## src/include/apc_map.svh

```systemverilog
`ifndef APC_MAP_SVH
`define APC_MAP_SVH

// ==========================================================
// Register offsets, as seen on the plain register port
`define APC_OFS_HOME_ADJ 16'h2353
`define APC_OFS_CTRL 16'h2400
`define APC_OFS_STATUS 16'h2401
`define APC_OFS_IDX_POS 16'h2402
`define APC_OFS_HOME_POS 16'h2403
`define APC_OFS_FAST_TIME 16'h2404
`define APC_OFS_FAST_POS 16'h2405

// ==========================================================
// Control register bit positions
`define APC_CB_IDX_FALL 0
`define APC_CB_IDX_RISE 1
`define APC_CB_IDX_KEEP 2
`define APC_CB_HOME_FALL 5
`define APC_CB_HOME_KEEP 6
`define APC_CB_FAST_EN 8
`define APC_CB_FAST_NOLAP 9
`define APC_CB_FAST_KEEP 10
`define APC_CB_ZERO_IDX 12

// ==========================================================
// Status register bit positions
`define APC_SB_IDX_NEW 0
`define APC_SB_IDX_OVR 3
`define APC_SB_HOME_NEW 4
`define APC_SB_HOME_OVR 7
`define APC_SB_FAST_NEW 8
`define APC_SB_FAST_OVR 10

// ==========================================================
// Reset values and writable mask
`define APC_CTRL_RESET 16'h0000
`define APC_CTRL_MASK 16'h1767
`define APC_POS_RESET 32'h0000_0000

// ==========================================================
// Timing
`define APC_CLK_PERIOD_NS 8
`define APC_US_NS 1000

`endif

```

## src/include/apc_pkg.sv

```systemverilog
// ==========================================================
// Types shared by the capture unit and its users
package apc_pkg;

	// Raw capture pins, asynchronous to clk_in
	typedef struct packed {
		logic index;
		logic home;
		logic fast;
	} apc_pins_t;

	// One register port request
	typedef struct packed {
		logic wr;
		logic rd;
		logic [15:0] addr;
		logic [31:0] wdata;
	} apc_bus_req_t;

	// Homing sequencer result
	typedef struct packed {
		logic done;
		logic [31:0] adjust;
	} apc_home_res_t;

	// Sticky capture flags
	typedef struct packed {
		logic idx_new;
		logic idx_ovr;
		logic home_new;
		logic home_ovr;
		logic fast_new;
		logic fast_ovr;
	} apc_status_t;

endpackage

```

## src/core/apc_capture.sv

```systemverilog
`timescale 1ns/10ps
`include "apc_map.svh"
module apc_capture (
	input wire logic clk_in,
	input wire logic rst_in,
	input wire apc_pkg::apc_pins_t pins_in,
	input wire logic signed [31:0] position_in,
	input wire apc_pkg::apc_home_res_t home_res_in,
	input wire apc_pkg::apc_bus_req_t bus_in,
	output logic [31:0] rd_data_out,
	output logic pos_zero_out,
	output apc_pkg::apc_status_t status_out
);

	// ==========================================================
	// Constants
	localparam int US_CYCLES = `APC_US_NS / `APC_CLK_PERIOD_NS;
	localparam logic [6:0] US_LAST = 7'(US_CYCLES - 1);

	// Rising or falling transition of a synchronised pin
	function automatic logic edge_seen(input logic now, input logic prev, input logic falling);
		edge_seen = falling ? (prev & ~now) : (now & ~prev);
	endfunction

	// Register decode on the plain port
	function automatic logic reg_hit(input logic strobe, input logic [15:0] addr, input logic [15:0] ofs);
		reg_hit = strobe && (addr == ofs);
	endfunction

	// ==========================================================
	// Storage
	logic [15:0] ctrl;
	apc_pkg::apc_status_t status;
	// Each flag has its own writer; status only gathers them
	logic idx_new;
	logic idx_ovr;
	logic home_new;
	logic home_ovr;
	logic fast_new;
	logic fast_ovr;
	apc_pkg::apc_pins_t pin_meta;
	apc_pkg::apc_pins_t pin_sync;
	apc_pkg::apc_pins_t pin_prev;
	logic signed [31:0] idx_pos;
	logic signed [31:0] home_pos;
	logic signed [31:0] fast_pos;
	logic [31:0] fast_time;
	logic [31:0] home_adj;
	logic [6:0] us_div;
	logic us_tick;
	logic [31:0] us_count;

	// ==========================================================
	// Decoded events
	logic idx_rise;
	logic idx_fall;
	logic idx_hit;
	logic home_hit;
	logic fast_hit;
	logic rd_idx;
	logic rd_home;
	logic rd_fast;
	logic wr_ctrl;
	logic idx_busy;
	logic home_busy;
	logic fast_busy;
	logic idx_load;
	logic home_load;
	logic fast_load;

	// Pin edges after the synchroniser; prev is a third stage, never the first
	assign idx_rise = edge_seen(pin_sync.index, pin_prev.index, 1'b0);
	assign idx_fall = edge_seen(pin_sync.index, pin_prev.index, 1'b1);
	assign idx_hit = (idx_fall && ctrl[`APC_CB_IDX_FALL])
		|| (idx_rise && ctrl[`APC_CB_IDX_RISE]);
	assign home_hit = edge_seen(pin_sync.home, pin_prev.home, ctrl[`APC_CB_HOME_FALL]);
	assign fast_hit = ctrl[`APC_CB_FAST_EN] && edge_seen(pin_sync.fast, pin_prev.fast, 1'b0);

	// Read side effects, and the control register write decode
	assign rd_idx = reg_hit(bus_in.rd, bus_in.addr, `APC_OFS_IDX_POS);
	assign rd_home = reg_hit(bus_in.rd, bus_in.addr, `APC_OFS_HOME_POS);
	assign rd_fast = reg_hit(bus_in.rd, bus_in.addr, `APC_OFS_FAST_POS);
	assign wr_ctrl = reg_hit(bus_in.wr, bus_in.addr, `APC_OFS_CTRL);

	// A value read in this very cycle counts as read, so a new edge may replace it
	assign idx_busy = status.idx_new && !rd_idx;
	assign home_busy = status.home_new && !rd_home;
	assign fast_busy = status.fast_new && !rd_fast;

	// Keep-until-read gates the load
	assign idx_load = idx_hit && !(idx_busy && ctrl[`APC_CB_IDX_KEEP]);
	assign home_load = home_hit && !(home_busy && ctrl[`APC_CB_HOME_KEEP]);
	assign fast_load = fast_hit
		&& !(fast_busy && (ctrl[`APC_CB_FAST_KEEP] || ctrl[`APC_CB_FAST_NOLAP]));

	// ==========================================================
	// Pin synchronisers, two stages before any logic looks
	always_ff @(posedge clk_in) begin
		if (rst_in) begin
			pin_meta <= '0;
			pin_sync <= '0;
			pin_prev <= '0;
		end else begin
			pin_meta <= pins_in;
			pin_sync <= pin_meta;
			pin_prev <= pin_sync;
		end
	end

	// ==========================================================
	// Microsecond time base for the fast capture stamp
	always_ff @(posedge clk_in) begin
		if (rst_in) begin
			us_div <= 7'h00;
			us_tick <= 1'b0;
		end else begin
			us_tick <= (us_div == US_LAST);
			if (us_div == US_LAST) begin
				us_div <= 7'h00;
			end else begin
				us_div <= us_div + 7'h01;
			end
		end
	end

	// Free running, wraps after about 71 minutes
	always_ff @(posedge clk_in) begin
		if (rst_in) begin
			us_count <= 32'h0000_0000;
		end else if (us_tick) begin
			us_count <= us_count + 32'h0000_0001;
		end
	end

	// ==========================================================
	// Control register, reserved bits held at zero
	always_ff @(posedge clk_in) begin
		if (rst_in) begin
			ctrl <= `APC_CTRL_RESET;
		end else if (wr_ctrl) begin
			ctrl <= bus_in.wdata[15:0] & `APC_CTRL_MASK;
		end
	end

	// ==========================================================
	// Index capture and its flags
	always_ff @(posedge clk_in) begin
		if (rst_in) begin
			idx_pos <= `APC_POS_RESET;
		end else if (idx_load) begin
			idx_pos <= position_in;
		end
	end

	// Set wins over the read clear
	always_ff @(posedge clk_in) begin
		if (rst_in) begin
			idx_new <= 1'b0;
			idx_ovr <= 1'b0;
		end else begin
			if (idx_hit) begin
				idx_new <= 1'b1;
			end else if (rd_idx) begin
				idx_new <= 1'b0;
			end
			if (idx_hit && idx_busy) begin
				idx_ovr <= 1'b1;
			end else if (rd_idx) begin
				idx_ovr <= 1'b0;
			end
		end
	end

	// ==========================================================
	// Home switch capture and its flags
	always_ff @(posedge clk_in) begin
		if (rst_in) begin
			home_pos <= `APC_POS_RESET;
		end else if (home_load) begin
			home_pos <= position_in;
		end
	end

	always_ff @(posedge clk_in) begin
		if (rst_in) begin
			home_new <= 1'b0;
			home_ovr <= 1'b0;
		end else begin
			if (home_hit) begin
				home_new <= 1'b1;
			end else if (rd_home) begin
				home_new <= 1'b0;
			end
			if (home_hit && home_busy) begin
				home_ovr <= 1'b1;
			end else if (rd_home) begin
				home_ovr <= 1'b0;
			end
		end
	end

	// ==========================================================
	// High speed capture: position and time stamp together
	always_ff @(posedge clk_in) begin
		if (rst_in) begin
			fast_pos <= `APC_POS_RESET;
			fast_time <= 32'h0000_0000;
		end else if (fast_load) begin
			fast_pos <= position_in;
			fast_time <= us_count;
		end
	end

	always_ff @(posedge clk_in) begin
		if (rst_in) begin
			fast_new <= 1'b0;
			fast_ovr <= 1'b0;
		end else begin
			if (fast_hit) begin
				fast_new <= 1'b1;
			end else if (rd_fast) begin
				fast_new <= 1'b0;
			end
			if (fast_hit && fast_busy) begin
				fast_ovr <= 1'b1;
			end else if (rd_fast) begin
				fast_ovr <= 1'b0;
			end
		end
	end

	// ==========================================================
	// Homing adjustment from the sequencer
	always_ff @(posedge clk_in) begin
		if (rst_in) begin
			home_adj <= 32'h0000_0000;
		end else if (home_res_in.done) begin
			home_adj <= home_res_in.adjust;
		end
	end

	// ==========================================================
	// Position zero request, one cycle per index rising edge
	always_ff @(posedge clk_in) begin
		if (rst_in) begin
			pos_zero_out <= 1'b0;
		end else begin
			pos_zero_out <= idx_rise && ctrl[`APC_CB_ZERO_IDX];
		end
	end

	// ==========================================================
	// Read data, one cycle after the strobe; unmapped reads zero
	function automatic logic [15:0] status_word(input apc_pkg::apc_status_t s);
		logic [15:0] w;
		w = 16'h0000;
		w[`APC_SB_IDX_NEW] = s.idx_new;
		w[`APC_SB_IDX_OVR] = s.idx_ovr;
		w[`APC_SB_HOME_NEW] = s.home_new;
		w[`APC_SB_HOME_OVR] = s.home_ovr;
		w[`APC_SB_FAST_NEW] = s.fast_new;
		w[`APC_SB_FAST_OVR] = s.fast_ovr;
		status_word = w;
	endfunction

	always_ff @(posedge clk_in) begin
		if (rst_in) begin
			rd_data_out <= 32'h0000_0000;
		end else if (bus_in.rd) begin
			unique case (bus_in.addr)
				`APC_OFS_HOME_ADJ: rd_data_out <= home_adj;
				`APC_OFS_CTRL: rd_data_out <= {16'h0000, ctrl};
				`APC_OFS_STATUS: rd_data_out <= {16'h0000, status_word(status)};
				`APC_OFS_IDX_POS: rd_data_out <= idx_pos;
				`APC_OFS_HOME_POS: rd_data_out <= home_pos;
				`APC_OFS_FAST_TIME: rd_data_out <= fast_time;
				`APC_OFS_FAST_POS: rd_data_out <= fast_pos;
				default: rd_data_out <= 32'h0000_0000;
			endcase
		end else begin
			rd_data_out <= 32'h0000_0000;
		end
	end

	// Status also offered as a level for local use
	// Gathered in struct order, so one driver per flag
	assign status = {idx_new, idx_ovr, home_new, home_ovr, fast_new, fast_ovr};
	assign status_out = status;
endmodule // apc_capture

```

## config.mk

```make
export PLATFORM = sky130hd
export DESIGN_NAME = apc_capture
export DESIGN_NICKNAME = d
export VERILOG_FILES = /design/src/include/apc_pkg.sv /design/src/core/apc_capture.sv
export VERILOG_INCLUDE_DIRS = /design/src /design/src/include
export SDC_FILE = /design/constraint.sdc
export NUM_CORES = 1
export LEC_CHECK = 0
export BUFFER_PORTS_ARGS = -buffer_cell sky130_fd_sc_hd__buf_2
export CORE_UTILIZATION = 51
export CTS_CLUSTER_DIAMETER = 200
export DETAILED_ROUTE_END_ITERATION = 8
export PLACE_DENSITY = 0.81
export SLEW_MARGIN = 20
export SYNTH_ARGS = -nofsm -noshare
export SYNTH_HDL_FRONTEND = slang
export SYNTH_SLANG_ARGS = --single-unit
```

## constraint.sdc

```tcl
create_clock -name clk_in -period 2.1 [get_ports clk_in]
set_clock_uncertainty 0.15 [all_clocks]
set_input_delay 0.42 -clock clk_in [delete_from_list [all_inputs] [get_ports clk_in]]
set_output_delay 0.42 -clock clk_in [all_outputs]
set_load 0.05 [all_outputs]
```

==> results.ini <==
[power]
power_mw = 10.3
power_frac_comb = 0.048
pwr-share-seq = 0.486
p_sw_frac = 0.209
p_sw_mw = 2.14
clock_power_share = 0.466
p_leak_nw = 5.10
p_int_mw = 8.12
ir_drop_uv = 512
p_per_area_nw_per_um2 = 804

[critical_path]
worstPathCellList = or3b_2, a22oi_1, a41oi_4, buf_12, mux2i_1, nor2_1
rr_endpoint = home_pos[31]$_SDFFE_PP0P_
cp.required_ns = 2.35
worst_path_largest_cell_delay_ns = 0.52
critical_path_class = reg -> reg
startpoint_type = flop
slowest_stage = or3b_2
arrival_ns = 2.24
reg2reg_slack_ns = 0.12
r2r_cells = 6
path_max_fanout = 15
cp-end-kind = flop
r2r_start = ctrl[5]$_SDFFE_PP0P_
cp_top_family = simple AND/OR/NAND/NOR gates
crit_buf_inv = 1

[global_routing]
grt-ovfl-total = 0
grt_pass1_wl_mm = 41.8
grt_pass1_vias = 8379
grt_usage = 0.256
antenna_found_initial = 3
grt_max_degree = 83

[logic_synthesis]
synthMuxAreaShare = 0.117
synth-main-ff-cell = dfxtp_1
synth_compound_area_frac = 0.119
synth-seq-cells = 257
yosys.area_share.simple = 0.183
yosysSeqAreaShare = 0.502
synth_area_per_cell_sq_um = 9.41
synth_fa_ha_area_frac = 0.00366
yosys_warnings = 0
synth_cell_types = 57
synth_edf_count = 0
syn_area_sq_um = 10200
async_flop_share = 0
synth_xor_area_frac = 0.0291
synth_top_family_by_area = simple AND/OR/NAND/NOR gates
synth_cells = 1089
synth_nets = 1212

[placement]
io_buffers = 135
dp_worst_setup_slack_ns = -0.311
post-dp-hpwl_mm = 17.3
placed_cells = 1467
post_dp_cell_area_sq_um = 11500
place_congestion = 0.883

[worst_hold_path]
hold_class = in -> reg
min_delay_worst_endpoint = home_adj[10]$_SDFFE_PP0P_
min_path_cells = 3
hold_start = home_res_in[10]

[route]
drtIter0Drc = 747
wl_per_cell_um = 17.1
dr.pass1.iters = 6
viasPerCell = 5.54
wirelength_mm = 26.4
drc = 0
vias = 8577
ant_nets = 0

[job]
max_cap_violations = 0

[finish]
final_nets = 1384
area_delta_synth_final_pct = 24.7
final_util = 0.652
design_area_sq_um = 12800
final_cell_mix = dfxtp_1 (257), nand2_1 (161), nor2_1 (153), buf_2 (134), mux2i_1 (120)
layout_commonest_cell = dfxtp_1
drive_gt1_frac = 0.207
instances_no_fill = 1547

[floorplan]
ioPinCount = 159
initial_core_util = 0.523
design.core.area_sq_um = 19600
die-area_sq_um = 20700
die_x_um = 144
die_h_um = 144
num_rows = 51

[timing]
timing.final.crit_share = 0.945
fin_setup_tns_ns = 0
holdWs_ns = 0.0111
worst_slew_pin_slew_ns = 0.391
hold_viol = 0
fmax_ghz = 0.504
report.final.slew_viol_count = 0
rsz0062_at_grt = no
setup_viol = 0
max_slew_margin = 0.732
fin_ws_ns = 0.115
post-route-min-period_ns = 1.98

[cts]
cts_buffer_depth = 3
h-tree-depth = 1
cts_root_buf = clkbuf_16
numClockSinks = 257
cts_tree = done
cts_resized = 0
clock_latency_ns = 0.52
clk_pin_slew_ns = 0.06
cts_made_buffers = 26

[status]
status = complete, no violations

-- metal layers --
layer | global-route usage | vias to the layer above | part of all wire
met2 | 0.433 | 325 | 0.48
met1 | 0.326 | 4073 | 0.43
li1 | - | 4123 | -
met5 | 0 | - | 0
met4 | 0.0985 | 0 | 0.026
met3 | 0.0430 | 56 | 0.068
-- sequential cells by signal, summed over array words and instances, names as in the netlist, 3 cells and up --
| name | flops |
|---|---|
| ctrl | 9 |
| fast_pos | 32 |
| fast_time | 32 |
| home_adj | 32 |
| home_pos | 32 |
| idx_pos | 32 |
| pin_meta | 3 |
| pin_prev | 3 |
| pin_sync | 3 |
| rd_data_out | 32 |
| us_count | 32 |
| us_div | 7 |
-- logic make-up after synthesis --
group	Yosys count
buf+inv	89
compound gates	183
mux	120
fa+ha+maj	3
xor+xnor	34
flops	257
simple gates	403
-- how the worst max path moves through the flow --
stage	slack, ns	to	start	depth (start not counted)
finish	0.12	home_pos[31]$_SDFFE_PP0P_	ctrl[5]$_SDFFE_PP0P_	6
global route	0.04	home_pos[24]$_SDFFE_PP0P_	pin_sync[1]$_SDFF_PP0_	6
CTS	0.12	home_pos[24]$_SDFFE_PP0P_	ctrl[5]$_SDFFE_PP0P_	6
floorplan	0.04	fast_time[6]$_SDFFE_PP0P_	bus_in[33]	9
detailed placement	-0.31	ctrl[2]$_SDFFE_PP0P_	bus_in[44]	7
global placement	-0.29	rd_data_out[1]$_SDFF_PP0_	bus_in[44]	8
-- Yosys cell counts, types with 2 or more instances --
cell,number,area (sq um)
buf_1,8,30.0
a2bb2oi_1,6,52.6
nor3_1,3,15.0
clkbuf_1,34,128
buf_6,6,67.6
ha_1,3,37.5
a22oi_1,39,293
nand2_1,161,604
nor4b_1,2,17.5
nand3_1,18,90.1
nor4_1,4,25.0
buf_4,19,143
a21oi_1,88,440
nor2b_1,12,75.1
nor2_1,154,578
dfxtp_1,257,5140
a31oi_1,15,93.8
xnor2_1,5,43.8
and2_1,3,18.8
buf_2,12,60.1
nor3_2,2,20.0
o32a_1,2,20.0
or2_2,3,18.8
and4_1,5,43.8
nand3b_1,4,30.0
a222oi_1,17,170
xor2_1,29,254
nand3_2,2,20.0
nor4_2,2,25.0
clkbuf_2,3,15.0
mux2i_1,120,1200
inv_1,7,26.3
a21o_1,2,15.0
nand4_1,9,56.3
nor4_4,3,63.8
nor4b_4,2,47.6
and3_1,5,31.3
o21ai_0,2,10.0
a211oi_1,3,22.5
-- worst register-to-register path, stage by stage (launching register included) --
cell,delay [ns]
dfxtp_1,0.34
or3b_2,0.52
a22oi_1,0.27
a41oi_4,0.10
buf_12,0.22
mux2i_1,0.20
nor2_1,0.07
-- power groups by stage --
stage / Sequential (mW) / Combinational (mW) / Clock (mW)
floorplan: 5.08 / 0.240 / 0
global placement: 5.09 / 0.429 / 0
detailed placement: 5.09 / 0.437 / 0
CTS: 4.99 / 0.485 / 4.84
global route: 4.99 / 0.533 / 5.06
finish: 4.99 / 0.491 / 4.79
-- cell type report --
class,count,area [sq um]
timing repair buffer,226,1690
multi-input combinational,743,4660
inverter,7,26.3
antenna,3,7.51
clock inverter,10,129
sequential,257,5140
fill,1467,6820
tap,265,332
clock buffer,36,779
-- what timing repair did --
| action | CTS | global route |
|---|---|---|
| hold endpoints to repair | 31 | 0 |
| hold buffers | 31 | 0 |
| setup buffers | 0 | 0 |
(Power assumes the default switching activity.)
